===== src/core/sgs_pkg.sv =====
// Package for the gain switch selector: register map, field layout, ranges, resets, timing.
// Assumes a 125 MHz clock and a 32-bit classic Wishbone register bus.
package sgs_pkg;
    // Register indices; byte address is index times four
    localparam logic [3:0] SGS_IDX_RSVD   = 4'h0;
    localparam logic [3:0] SGS_IDX_SEL    = 4'h1;
    localparam logic [3:0] SGS_IDX_THR    = 4'h2;
    localparam logic [3:0] SGS_IDX_TC     = 4'h3;
    localparam logic [3:0] SGS_IDX_INER   = 4'h4;
    localparam logic [3:0] SGS_IDX_PGAIN  = 4'h5;
    localparam logic [3:0] SGS_IDX_VGAIN  = 4'h6;
    localparam logic [3:0] SGS_IDX_INTEG  = 4'h7;
    localparam logic [3:0] SGS_IDX_VFREQ  = 4'h8;
    localparam logic [3:0] SGS_IDX_RFREQ  = 4'h9;
    localparam logic [3:0] SGS_IDX_MODE   = 4'hA;
    localparam logic [3:0] SGS_IDX_STAT   = 4'hB;

    // Field positions
    localparam int SGS_SEL_SRC_LSB  = 0;
    localparam int SGS_SEL_POL_LSB  = 4;
    localparam int SGS_MODE_AT_LSB  = 0;
    localparam int SGS_MODE_VT_LSB  = 4;
    localparam int SGS_STAT_COND    = 0;
    localparam int SGS_STAT_GAINS   = 1;
    localparam int SGS_STAT_FREQS   = 2;
    localparam int SGS_STAT_W_LSB   = 8;

    // Condition sources and digit codes
    typedef enum logic [3:0] {
        SGS_SRC_OFF    = 4'h0,
        SGS_SRC_REMOTE = 4'h1,
        SGS_SRC_CMDF   = 4'h2,
        SGS_SRC_DROOP  = 4'h3,
        SGS_SRC_SPEED  = 4'h4
    } sgs_src_t;
    localparam logic [3:0] SGS_POL_ABOVE   = 4'h0;
    localparam logic [3:0] SGS_POL_BELOW   = 4'h1;
    localparam logic [3:0] SGS_AT_DISABLED = 4'h3;
    localparam logic [3:0] SGS_VT_MANUAL   = 4'h2;

    // Reset values
    localparam logic [15:0] SGS_RST_RSVD  = 16'h0000;
    localparam logic [15:0] SGS_RST_SEL   = 16'h0000;
    localparam logic [15:0] SGS_RST_THR   = 16'h000A;
    localparam logic [15:0] SGS_RST_TC    = 16'h0001;
    localparam logic [15:0] SGS_RST_INER  = 16'h0046;
    localparam logic [15:0] SGS_RST_PGAIN = 16'h0025;
    localparam logic [15:0] SGS_RST_VGAIN = 16'h0337;
    localparam logic [15:0] SGS_RST_INTEG = 16'h0151;
    localparam logic [15:0] SGS_RST_FREQ  = 16'h03E8;
    localparam logic [15:0] SGS_RST_MODE  = 16'h0001;

    // Accepted ranges, in 0.1 units where the value has a decimal
    localparam logic [15:0] SGS_MAX_THR   = 16'h270F;
    localparam logic [15:0] SGS_MAX_TC    = 16'h0064;
    localparam logic [15:0] SGS_MAX_INER  = 16'h0BB8;
    localparam logic [15:0] SGS_MIN_PGAIN = 16'h0001;
    localparam logic [15:0] SGS_MAX_PGAIN = 16'h07D0;
    localparam logic [15:0] SGS_MIN_VGAIN = 16'h0014;
    localparam logic [15:0] SGS_MAX_VGAIN = 16'h4E20;
    localparam logic [15:0] SGS_MIN_INTEG = 16'h0001;
    localparam logic [15:0] SGS_MAX_INTEG = 16'hC350;
    localparam logic [15:0] SGS_MIN_FREQ  = 16'h0001;
    localparam logic [15:0] SGS_MAX_FREQ  = 16'h03E8;

    // Timing: one control cycle of 10 us; a ramp of 100 steps spans tc ms
    localparam int SGS_CLK_PS      = 8000;
    localparam int SGS_TICK_NS     = 10;
    localparam int SGS_TICK_PS     = SGS_TICK_NS * 1000 * 1000 / 1000;
    localparam int SGS_TICK_CYC    = SGS_TICK_NS * 1000 * 1000 / SGS_CLK_PS;
    localparam logic [6:0] SGS_W_FULL = 7'h64;
endpackage


===== src/core/sgs_ramp_if.sv =====
// Interface between the selector and its transition ramp.
// Assumes both ends run on the one control clock.
`timescale 1ns/1ps
`default_nettype none
interface sgs_ramp_if;
    logic       tick;
    logic       target;
    logic [6:0] tc;
    logic [6:0] weight;
    modport ctrl (output tick, output target, output tc, input weight);
    modport ramp (input tick, input target, input tc, output weight);
endinterface
`default_nettype wire


===== src/core/sgs_gain_switch.sv =====
// Gain switch selector: picks normal or alternate loop values and blends between them.
// Assumes a classic Wishbone master and normal loop values from same-clock logic.
//
// Function
// - Condition met: use alternate four loop values
// - Source: off, remote bit, frequency, droop, speed
// - Polarity 0 above/on, 1 below/off
// - Threshold 0 to 9999, default 10
// - Transition time constant 0 to 100 ms
// - Alternate gains only with auto tuning disabled
// - Inertia 0..300.0 default 7.0; position 1..2000
// - Speed 20..20000; integral 0.1..5000.0 ms
// - Alternate vibration, resonance frequencies 0.1..100.0 Hz
// - Alternate frequencies: manual tuning, remote source
//
// Design decisions made here: the Wishbone interface to the registers and the placing of the registers.
`timescale 1ns/1ps
`default_nettype none
module sgs_gain_switch
    import sgs_pkg::*;
(
    input  wire logic        clk_in,
    input  wire logic        arst_n_in,
    input  wire logic        wb_cyc_in,
    input  wire logic        wb_stb_in,
    input  wire logic        wb_we_in,
    input  wire logic [5:0]  wb_adr_in,
    input  wire logic [3:0]  wb_sel_in,
    input  wire logic [31:0] wb_dat_in,
    output logic      [31:0] wb_dat_out,
    output logic             wb_ack_out,
    input  wire logic        remote_switch_in,
    input  wire logic [15:0] cmd_freq_in,
    input  wire logic [15:0] droop_pulses_in,
    input  wire logic [15:0] motor_speed_in,
    input  wire logic [15:0] norm_inertia_in,
    input  wire logic [15:0] norm_pos_gain_in,
    input  wire logic [15:0] norm_speed_gain_in,
    input  wire logic [15:0] norm_integral_in,
    input  wire logic [15:0] norm_vib_freq_in,
    input  wire logic [15:0] norm_res_freq_in,
    output logic      [15:0] act_inertia_out,
    output logic      [15:0] act_pos_gain_out,
    output logic      [15:0] act_speed_gain_out,
    output logic      [15:0] act_integral_out,
    output logic      [15:0] act_vib_freq_out,
    output logic      [15:0] act_res_freq_out,
    output logic             gains_switched_out
);
    // Registers
    logic [15:0] gain_switch_select_reg;
    logic [15:0] gain_switch_threshold_reg;
    logic [15:0] gain_switch_time_constant_reg;
    logic [15:0] alt_inertia_ratio_reg;
    logic [15:0] alt_position_loop_gain_reg;
    logic [15:0] alt_speed_loop_gain_reg;
    logic [15:0] alt_speed_integral_comp_reg;
    logic [15:0] alt_vibration_frequency_reg;
    logic [15:0] alt_resonance_frequency_reg;
    logic [15:0] mode_setting_reg;

    // Control state
    logic [10:0] div_reg;
    logic        tick_reg;
    logic        sync1_reg;
    logic        sync2_reg;
    logic        cond_reg;
    logic        gains_ok;
    logic        freqs_ok;
    logic        wb_req;
    logic [3:0]  idx;
    logic [15:0] wr_merged;
    logic [15:0] rd_word;
    logic [15:0] status_word;
    logic        cond_next;
    logic [15:0] cmp_value;
    logic [3:0]  src_field;
    logic [3:0]  pol_field;
    logic [6:0]  w;

    sgs_ramp_if rif ();

    function automatic logic [15:0] clamp(input logic [15:0] v, input logic [15:0] lo, input logic [15:0] hi);
        logic [15:0] r;
        r = v;
        if (v < lo)
            r = lo;
        else if (v > hi)
            r = hi;
        return r;
    endfunction

    // Weighted mix; weight runs 0..100
    function automatic logic [15:0] mix(input logic [15:0] n, input logic [15:0] a, input logic [6:0] wt);
        logic signed [24:0] d;
        logic signed [24:0] p;
        logic signed [24:0] r;
        d = $signed({9'h000, a}) - $signed({9'h000, n});
        p = d * $signed({18'h00000, wt});
        r = $signed({9'h000, n}) + p / $signed({18'h00000, SGS_W_FULL});
        return r[15:0];
    endfunction

    assign src_field = gain_switch_select_reg[SGS_SEL_SRC_LSB +: 4];
    assign pol_field = gain_switch_select_reg[SGS_SEL_POL_LSB +: 4];
    assign idx       = wb_adr_in[5:2];
    assign wb_req    = wb_cyc_in && wb_stb_in && !wb_ack_out;
    assign w         = rif.weight;

    // Alternate gains only with auto tuning off
    assign gains_ok = (mode_setting_reg[SGS_MODE_AT_LSB +: 4] == SGS_AT_DISABLED);
    // Alternate frequencies need manual tuning and the remote source
    assign freqs_ok = (mode_setting_reg[SGS_MODE_VT_LSB +: 4] == SGS_VT_MANUAL)
                   && (src_field == SGS_SRC_REMOTE);

    // Byte lanes of the low half merge over the current value
    always_comb
    begin
        unique case (idx)
            SGS_IDX_SEL:   rd_word = gain_switch_select_reg;
            SGS_IDX_THR:   rd_word = gain_switch_threshold_reg;
            SGS_IDX_TC:    rd_word = gain_switch_time_constant_reg;
            SGS_IDX_INER:  rd_word = alt_inertia_ratio_reg;
            SGS_IDX_PGAIN: rd_word = alt_position_loop_gain_reg;
            SGS_IDX_VGAIN: rd_word = alt_speed_loop_gain_reg;
            SGS_IDX_INTEG: rd_word = alt_speed_integral_comp_reg;
            SGS_IDX_VFREQ: rd_word = alt_vibration_frequency_reg;
            SGS_IDX_RFREQ: rd_word = alt_resonance_frequency_reg;
            SGS_IDX_MODE:  rd_word = mode_setting_reg;
            SGS_IDX_STAT:  rd_word = status_word;
            SGS_IDX_RSVD:  rd_word = SGS_RST_RSVD;
            default:       rd_word = 16'h0000;
        endcase
        wr_merged[7:0]  = wb_sel_in[0] ? wb_dat_in[7:0]  : rd_word[7:0];
        wr_merged[15:8] = wb_sel_in[1] ? wb_dat_in[15:8] : rd_word[15:8];
    end

    assign status_word = {1'b0, w, 5'h00, freqs_ok && cond_reg, gains_ok && cond_reg, cond_reg};

    // Bus answer: ack one cycle after the request, then drops
    always_ff @(posedge clk_in or negedge arst_n_in)
    begin
        if (!arst_n_in)
        begin
            wb_ack_out <= 1'b0;
            wb_dat_out <= 32'h00000000;
        end
        else
        begin
            wb_ack_out <= wb_req;
            if (wb_req && !wb_we_in)
                wb_dat_out <= {16'h0000, rd_word};
        end
    end

    // Writes to ranged registers saturate into the accepted range; select and mode are stored as written
    always_ff @(posedge clk_in or negedge arst_n_in)
    begin
        if (!arst_n_in)
        begin
            gain_switch_select_reg        <= SGS_RST_SEL;
            gain_switch_threshold_reg     <= SGS_RST_THR;
            gain_switch_time_constant_reg <= SGS_RST_TC;
            alt_inertia_ratio_reg         <= SGS_RST_INER;
            alt_position_loop_gain_reg    <= SGS_RST_PGAIN;
            alt_speed_loop_gain_reg       <= SGS_RST_VGAIN;
            alt_speed_integral_comp_reg   <= SGS_RST_INTEG;
            alt_vibration_frequency_reg   <= SGS_RST_FREQ;
            alt_resonance_frequency_reg   <= SGS_RST_FREQ;
            mode_setting_reg              <= SGS_RST_MODE;
        end
        else if (wb_req && wb_we_in)
        begin
            unique case (idx)
                SGS_IDX_SEL:   gain_switch_select_reg        <= wr_merged;
                SGS_IDX_THR:   gain_switch_threshold_reg     <= clamp(wr_merged, 16'h0000, SGS_MAX_THR);
                SGS_IDX_TC:    gain_switch_time_constant_reg <= clamp(wr_merged, 16'h0000, SGS_MAX_TC);
                SGS_IDX_INER:  alt_inertia_ratio_reg         <= clamp(wr_merged, 16'h0000, SGS_MAX_INER);
                SGS_IDX_PGAIN: alt_position_loop_gain_reg    <= clamp(wr_merged, SGS_MIN_PGAIN, SGS_MAX_PGAIN);
                SGS_IDX_VGAIN: alt_speed_loop_gain_reg       <= clamp(wr_merged, SGS_MIN_VGAIN, SGS_MAX_VGAIN);
                SGS_IDX_INTEG: alt_speed_integral_comp_reg   <= clamp(wr_merged, SGS_MIN_INTEG, SGS_MAX_INTEG);
                SGS_IDX_VFREQ: alt_vibration_frequency_reg   <= clamp(wr_merged, SGS_MIN_FREQ, SGS_MAX_FREQ);
                SGS_IDX_RFREQ: alt_resonance_frequency_reg   <= clamp(wr_merged, SGS_MIN_FREQ, SGS_MAX_FREQ);
                SGS_IDX_MODE:  mode_setting_reg              <= wr_merged;
                default:       ;
            endcase
        end
    end

    // Control cycle divider
    always_ff @(posedge clk_in or negedge arst_n_in)
    begin
        if (!arst_n_in)
        begin
            div_reg  <= 11'h000;
            tick_reg <= 1'b0;
        end
        else if (div_reg == 11'(SGS_TICK_CYC - 1))
        begin
            div_reg  <= 11'h000;
            tick_reg <= 1'b1;
        end
        else
        begin
            div_reg  <= div_reg + 11'h001;
            tick_reg <= 1'b0;
        end
    end

    // Remote bit comes from a pin: two flops first
    always_ff @(posedge clk_in or negedge arst_n_in)
    begin
        if (!arst_n_in)
        begin
            sync1_reg <= 1'b0;
            sync2_reg <= 1'b0;
        end
        else
        begin
            sync1_reg <= remote_switch_in;
            sync2_reg <= sync1_reg;
        end
    end

    // Condition decode
    always_comb
    begin
        unique case (src_field)
            SGS_SRC_CMDF:  cmp_value = cmd_freq_in;
            SGS_SRC_DROOP: cmp_value = droop_pulses_in;
            SGS_SRC_SPEED: cmp_value = motor_speed_in;
            default:       cmp_value = 16'h0000;
        endcase
        cond_next = 1'b0;
        if (src_field == SGS_SRC_REMOTE)
            cond_next = (pol_field == SGS_POL_BELOW) ? !sync2_reg : sync2_reg;
        else if (src_field == SGS_SRC_CMDF || src_field == SGS_SRC_DROOP || src_field == SGS_SRC_SPEED)
            cond_next = (pol_field == SGS_POL_BELOW) ? (cmp_value < gain_switch_threshold_reg)
                                                     : (cmp_value > gain_switch_threshold_reg);
    end

    // Sampled once per control cycle; unknown source codes count as off
    always_ff @(posedge clk_in or negedge arst_n_in)
    begin
        if (!arst_n_in)
            cond_reg <= 1'b0;
        else if (tick_reg)
            cond_reg <= cond_next;
    end

    assign rif.tick   = tick_reg;
    assign rif.target = cond_reg;
    assign rif.tc     = gain_switch_time_constant_reg[6:0];

    sgs_ramp u_ramp (
        .clk_in    (clk_in),
        .arst_n_in (arst_n_in),
        .rp        (rif)
    );

    // Active values; gated groups fall back to normal values
    always_ff @(posedge clk_in or negedge arst_n_in)
    begin
        if (!arst_n_in)
        begin
            act_inertia_out    <= 16'h0000;
            act_pos_gain_out   <= 16'h0000;
            act_speed_gain_out <= 16'h0000;
            act_integral_out   <= 16'h0000;
            gains_switched_out <= 1'b0;
        end
        else
        begin
            act_inertia_out    <= mix(norm_inertia_in,    alt_inertia_ratio_reg,       gains_ok ? w : 7'h00);
            act_pos_gain_out   <= mix(norm_pos_gain_in,   alt_position_loop_gain_reg,  gains_ok ? w : 7'h00);
            act_speed_gain_out <= mix(norm_speed_gain_in, alt_speed_loop_gain_reg,     gains_ok ? w : 7'h00);
            act_integral_out   <= mix(norm_integral_in,   alt_speed_integral_comp_reg, gains_ok ? w : 7'h00);
            gains_switched_out <= gains_ok && cond_reg;
        end
    end

    // Frequencies blend with the ramp too; host keeps the motor still meanwhile
    always_ff @(posedge clk_in or negedge arst_n_in)
    begin
        if (!arst_n_in)
        begin
            act_vib_freq_out <= 16'h0000;
            act_res_freq_out <= 16'h0000;
        end
        else
        begin
            act_vib_freq_out <= mix(norm_vib_freq_in, alt_vibration_frequency_reg, freqs_ok ? w : 7'h00);
            act_res_freq_out <= mix(norm_res_freq_in, alt_resonance_frequency_reg, freqs_ok ? w : 7'h00);
        end
    end
endmodule
`default_nettype wire


===== src/core/sgs_ramp.sv =====
// Transition ramp: moves a 0..100 weight toward its target, one step per tc ticks.
// Assumes one tick each 10 us, so 100 steps take tc ms.
`timescale 1ns/1ps
`default_nettype none
module sgs_ramp
    import sgs_pkg::*;
(
    input  wire logic clk_in,
    input  wire logic arst_n_in,
    sgs_ramp_if.ramp  rp
);
    logic [6:0] cnt_reg;
    logic       tgt_reg;
    logic       step;
    logic [6:0] goal;

    assign goal = rp.target ? SGS_W_FULL : 7'h00;
    assign step = rp.tick && ((rp.tc == 7'h00) || (cnt_reg + 7'h01 >= rp.tc));

    // Step pacing restarts whenever the condition result flips
    always_ff @(posedge clk_in or negedge arst_n_in)
    begin
        if (!arst_n_in)
        begin
            cnt_reg <= 7'h00;
            tgt_reg <= 1'b0;
        end
        else
        begin
            tgt_reg <= rp.target;
            if (rp.target != tgt_reg)
                cnt_reg <= 7'h00;
            else if (step)
                cnt_reg <= 7'h00;
            else if (rp.tick)
                cnt_reg <= cnt_reg + 7'h01;
        end
    end

    // Zero time constant jumps to the goal on the next tick; otherwise linear over tc ms
    always_ff @(posedge clk_in or negedge arst_n_in)
    begin
        if (!arst_n_in)
            rp.weight <= 7'h00;
        else if (rp.tc == 7'h00 && rp.tick)
            rp.weight <= goal;
        else if (step && rp.weight < goal)
            rp.weight <= rp.weight + 7'h01;
        else if (step && rp.weight > goal)
            rp.weight <= rp.weight - 7'h01;
    end
endmodule
`default_nettype wire


===== config.mk =====
export PLATFORM = sky130hd
export DESIGN_NAME = sgs_gain_switch
export DESIGN_NICKNAME = d
export VERILOG_FILES = /design/src/core/sgs_pkg.sv /design/src/core/sgs_ramp_if.sv /design/src/core/sgs_gain_switch.sv /design/src/core/sgs_ramp.sv
export SDC_FILE = /design/constraint.sdc
export NUM_CORES = 2
export LEC_CHECK = 0
export BUFFER_PORTS_ARGS = -buffer_cell sky130_fd_sc_hd__clkbuf_2
export CORE_ASPECT_RATIO = 1.2
export CORE_UTILIZATION = 60
export CTS_CLUSTER_SIZE = 14
export DETAILED_ROUTE_END_ITERATION = 10
export GPL_TIMING_DRIVEN = 0
export PLACE_DENSITY_LB_ADDON = 0.1
export SYNTH_ARGS = -nofsm -noshare
export SYNTH_HDL_FRONTEND = slang
export SYNTH_SLANG_ARGS = --single-unit

===== constraint.sdc =====
create_clock -name clk_in -period 25.4 [get_ports clk_in]
set_clock_uncertainty 0.15 [all_clocks]
set_input_delay 2.54 -clock clk_in [delete_from_list [all_inputs] [get_ports clk_in]]
set_output_delay 2.54 -clock clk_in [all_outputs]
set_load 0.01 [all_outputs]

# After elaboration in Yosys (flattened, before gate mapping)
# Index checks and enable logic that the tools add are counted.
# Widths: inputs -> output; s select.
[totals]
wordCells = 153
reg_bits = 304
output_inout_bits = 130
inputBits = 192
[classes]
multipliers = 6
n_lt_le_gt_ge = 15
muxes = 33
n_reduce_logical = 30
add_sub_neg = 16
n_eq_ne = 20
div = 6
[ops]
columns = ["operator", "n"]
rows = [
  ["$mux 16", 14],
  ["$pmux 16 s11", 1],
  ["$div 25x8->25 const B", 6],
  ["$mul 17x8->25", 6],
  ["$sub 16x16->17", 6],
  ["$add 16x16->16", 6],
  ["$mux 7", 9],
  ["$pmux 16 s3", 1],
  ["$lt 16x1->1 const B", 2],
  ["$eq 4x2->1 const B", 6],
  ["$eq 4x3->1 const B", 5],
  ["$reduce_and 2->1", 10],
  ["$eq 4x4->1 const B", 4],
  ["$gt 16x10->1 const B", 1],
  ["$gt 16x11->1 const B", 1],
  ["$gt 16x12->1 const B", 1],
  ["$gt 16x14->1 const B", 1],
  ["$gt 16x15->1 const B", 1],
  ["$gt 16x16->1", 1],
  ["$gt 16x16->1 const B", 1],
  ["$gt 16x7->1 const B", 1],
  ["$lt 16x16->1", 1],
  ["$lt 16x5->1 const B", 1],
  ["$mux 8", 2],
  ["other kinds (16)", 38],
]

# Depth between registers and ports, before layout
[logic_depth]
depth_word = 8
depth_mapped = 110
mapped_depth_nobuf = 100

# Modules after synthesis
# Synthesis repeated with hierarchy kept, for this count alone.
[unflattened]
hier_cells = 9652
area_unflattened_um2 = 75083.3
[by_module_without_submodules]
columns = ["mod", "seq_area_each_um2", "n_inst", "cells_each", "area_each_um2"]
rows = [
  ["sgs_gain_switch", 7273.2, 1, 9522, 73859.6],
  ["sgs_ramp", 375.4, 1, 130, 1223.7],
]

# Least setup slack after synthesis
# No wires, ideal clock.
[synth_path]
kind = "in2reg"
start = "input norm_speed_gain_in[2]"
end = "register act_speed_gain_out[15]"
path_slack_ps = 1376
t_arrival_ps = 23794
n_path_buf = 6
setup_time_ps = 80
stages = 103
required_ps = 25170
cell_sequence = "inv_1 > ha_1 > nor2b_1 > o21ai_0 > nand2b_1 > a21o_1 > a21o_1 > a21o_1 > a21o_1 > a21o_1 > a21o_1 > a21o_1 > a21o_1 > a21o_1 > a21o_1 > a21o_1 > a21oi_1 > nand2_1 > [... 67 more ...] > ha_1 > a21o_1 > a21oi_1 > o21bai_1 > a21oi_1 > o21bai_1 > a21oi_1 > o21bai_1 > a21oi_1 > o21bai_1 > a21oi_1 > o21bai_1 > a21oi_1 > o21bai_1 > a21oi_1 > xnor2_1 > xnor2_1 > xnor2_1"
[synth_between]
elab_chain_cells = 4
[synth_rtl]
columns = ["element", "line", "rtl"]
rows = [
  ["start: declaration", "sgs_gain_switch.sv:38", "input wire logic [15:0] norm_speed_gain_in,"],
  ["$sub 16x16->17", "sgs_gain_switch.sv:98", "d = $signed({9'h000, a}) - $signed({9'h000, n});"],
  ["$mul 17x8->25", "sgs_gain_switch.sv:99", "p = d * $signed({18'h00000, wt});"],
  ["$div 25x8->25", "sgs_gain_switch.sv:100", "r = $signed({9'h000, n}) + p / $signed({18'h00000, SGS_W_FULL});"],
  ["$add 16x16->16 (*)", "sgs_gain_switch.sv:100", ""],
  ["end signal: assignment", "sgs_gain_switch.sv:276", "act_speed_gain_out <= mix(norm_speed_gain_in, alt_speed_loop_gain_reg, gains_ok ? w : 7'h00);"],
  ["end: declaration", "sgs_gain_switch.sv:44", "output logic [15:0] act_speed_gain_out,"],
]
# Every way passes the cells marked *; elsewhere a longest branch is shown, timed or not.
# A chain may end at the register's enable or synchronous reset.

# Worst setup path in the final report
[layout_path]
start = "input norm_speed_gain_in[1]"
end = "register act_speed_gain_out[15]"
# The elaborated chain is that of the path after synthesis.

==> summary.txt <==
Status
  • Status: finished, final reports clean

Floorplanning
  • CORE AREA: between 100000 and 150000 sq um
  • Total Die Area: roughly 130000 sq um
  • Die H: 387.9 microns
  • Initial Utilization: 60.45%
  • I/O pin total: around 320
  • Row cnt: 141
  • Die Wd: around 320 microns

GRT
  • Grt ovf: 0
  • Global Route Usage Sum: 38.95%
  • Largest net degree at the start of global routing: around 110
  • Initial antenna violation count: 12
  • Vias in the first global route: around 73000
  • First-pass GRT wire length: 390.4 mm

Job
  • MaxCap Viol Count: 0

Drt
  • Vias post-DR: about 77000
  • DR WL/cell: 21.75 microns
  • Final WL: roughly 260 mm
  • Via/cell ratio: 6.464
  • DRC viols: 0
  • Initial DRT Pass Iterations: 7
  • Final ANT Viol Nets: 0
  • Drt initial violations: around 6000

Worst setup path
  • Critical path's slowest cell: fa_1
  • Worst path max stage delay: between 0.5 and 0.6 ns
  • Most common cell on crit path: a21o_1
  • Worst EP required: roughly 26 ns
  • CP Capture Type: flip-flop
  • WS Path Type: in2reg
  • Worst Path Arrival: roughly 25 ns
  • Crit-path max FO: 10
  • Worst setup SP type: primary input

Synthesis
  • Syn avg cell area: 7.782 sq um
  • Fraction of synthesized cell area taken by the top area cell type: between 10% and 20%
  • EDFF count, synth: 0
  • Mux share of post-synthesis cell area: under 10%
  • Most frequent cell after synthesis: nor2_1
  • Top cells by count, synth: 1076 x nor2_1, 1041 x inv_1, 741 x nand2_1
  • Synth Area in XOR/XNOR: under 10%
  • Area contributors post-synth: fa_1 15%, dfrtp_1 9.1%, ha_1 9.1%
  • Synth Area in Simple Gates: about a fifth
  • Post-synth ARST share: between 90% and 100%
  • Cell taking the most area after synthesis: fa_1
  • Top FF cell, synth: dfrtp_1
  • Sequential area share after synthesis: between 10% and 20%
  • Post-synth cell types: around 170
  • Synth warnings: 0
  • Post-Synth Adder-Cell Area: between 20% and 30%
  • Complex-gate fraction of the synthesized area: between 20% and 30%
  • Synth Instances: 9566
  • Largest family of logic cells by synthesized area: compound AO/OA/AOI/OAI gates
  • Synth Cell Area: between 70000 and 80000 sq um
  • #FFs+latches synth: about 300

Pwr
  • P_sw: between 600 and 700 uW
  • Internal: 1032 uW
  • Total power: between 1500 and 2000 uW
  • Power share of the combinational group: between 20% and 30%
  • P_leak: 0.04203 uW
  • Clock power share: 37.7%
  • VDD IR-drop max: 0.00004414 V
  • P per Cell Area: 19.05 nW/um^2
  • Sw frac: a little under two fifths
  • Seq pwr share: a little over a third

Cells and area
  • Area Overhead vs Synth: 16.76%
  • Filler instances: between 10000 and 15000
  • Nets@finish: around 11000
  • Layout cell share with drive strength beyond 1: 18.39%

Clock network
  • Clock slew at reported path FFs: 0.06 ns
  • Clock root buffer: clkbuf_16
  • H-tree depth: 2
  • CTS tree: yes
  • Clk Latency, worst-skew pair: between 0.6 and 0.7 ns
  • Clk sinks: 304
  • CTS max path bufs: 3
  • Total CTS buffers: 41

Timing
  • Highest clock rate: 40.27 MHz
  • RSZ-0062 raised after global routing: yes
  • Final cycle utilization of the critical path: 97.77%
  • Worst slew pin tran: roughly 1.4 ns
  • Final setup TNS: 0 ns
  • # setup viols final: 0
  • Final hold violations: 0
  • Max_slew headroom: between 5 and 6%
  • Final WS setup: approximately 0.57 ns
  • Final hold slack: between 0.15 and 0.2 ns
  • Pins Over Slew Limit: 0
  • Post-layout min period: 24.83 ns

Placed design
  • Gpl congestion: about 1.1
  • HPWL after DPL: 201.7 mm
  • I/O Buffers: ~280
  • Post-Place Setup Slack: -2.956 ns

Hold path
  • Worst min path class: reg2reg
[logic make-up (layout without fill, tap and decap cells)]
logic type | Yosys count | count (layout)
compound gates | 2792 | 2793
xor+xnor | 727 | 727
fa+ha+maj | 1121 | 1121
buf+inv | 1381 | 2013
flops | 304 | 304
mux | 167 | 167
other cells | 1 | 24
simple gates | 3073 | 3075
[power groups by stage]
stage               clock network, uW  logic [uW]  registers [uW]
floorplan                           0         260             560
global placement                    0         410             583
detailed placement                  0         421             583
CTS                               631         427             575
global route                      645         480             579
finish                            624         452             579
[cells in the final DEF, fill, tap and decap left out, types with 290 or more instances in the layout]
master    instances
fa_1            558
inv_1          1038
nor2_1         1048
a21oi_1         454
xnor2_1         432
o21ai_0         340
buf_4           327
clkbuf_2        290
nand2_1         715
ha_1            525
a21o_1          295
[worst paths after layout]
kind / startpoint / endpoint / slack [ns] / depth (start not counted)
max: norm_speed_gain_in[1] / act_speed_gain_out[15] / 0.57 / 107
min: sync1_reg / sync2_reg / 0.19 / 0
max reg2reg: alt_speed_loop_gain_reg[1] / act_speed_gain_out[15] / 1.99 / 105
min reg2reg: sync1_reg / sync2_reg / 0.19 / 0
max in group asynchronous: arst_n_in / alt_resonance_frequency_reg[5] / 22.21 / 3
min in group asynchronous: arst_n_in / act_inertia_out[5] / 1.55 / 1
[area by class of cell]
class,instances,area (sq um),share of cell area (%)
multi-input combinational,7899,66650,76.68
sequential,304,7649,8.800
inverter,1044,3919,4.509
timing repair buffer,579,3750,4.314
tap,1644,2057,2.367
buffer,314,1501,1.727
clock buffer,56,1132,1.303
clock inverter,20,237.7,0.2735
antenna,8,20.02,0.02303
[repair_timing]
action,in CTS,in global routing
pin swaps,54,246
resized for setup,263,762
gates cloned,0,3
endpoints found under the setup margin,49,60
buffers inserted,68,222
hold buffers,0,0
[per-stage QoR]
step | cell area, sq um | instances | util, %
after floorplan | 74500 | 9581 | -
final | 86920 | 11868 | 70.58
after global routing | 86900 | 11862 | 70.57
after global placement | 77970 | 11508 | 63.32
after CTS | 81430 | 11655 | 66.13
after detailed placement | 78100 | 11514 | 63.42
[layer usage]
| metal | vias up | GRT usage [%] | part of all wire [%] |
|---|---|---|---|
| li1 | 35145 | - | - |
| met1 | 37212 | 46.28 | 38 |
| met2 | 3362 | 64.20 | 47 |
| met3 | 976 | 6.282 | 7.7 |
| met4 | 16 | 26.72 | 8.1 |
| met5 | - | 0 | 0.041 |
[critical path, delay by kind of cell]
family / cells / cell delay, ns
AOI/OAI and AO/OA: 53 / 11.21
xor gates and xnor gates: 7 / 1.29
adders and majority gates: 9 / 3.42
buffers and inverters: 18 / 2.42
muxes: 3 / 0.99
and+or+nand+nor: 17 / 3.31
(Power assumes the default switching activity.)
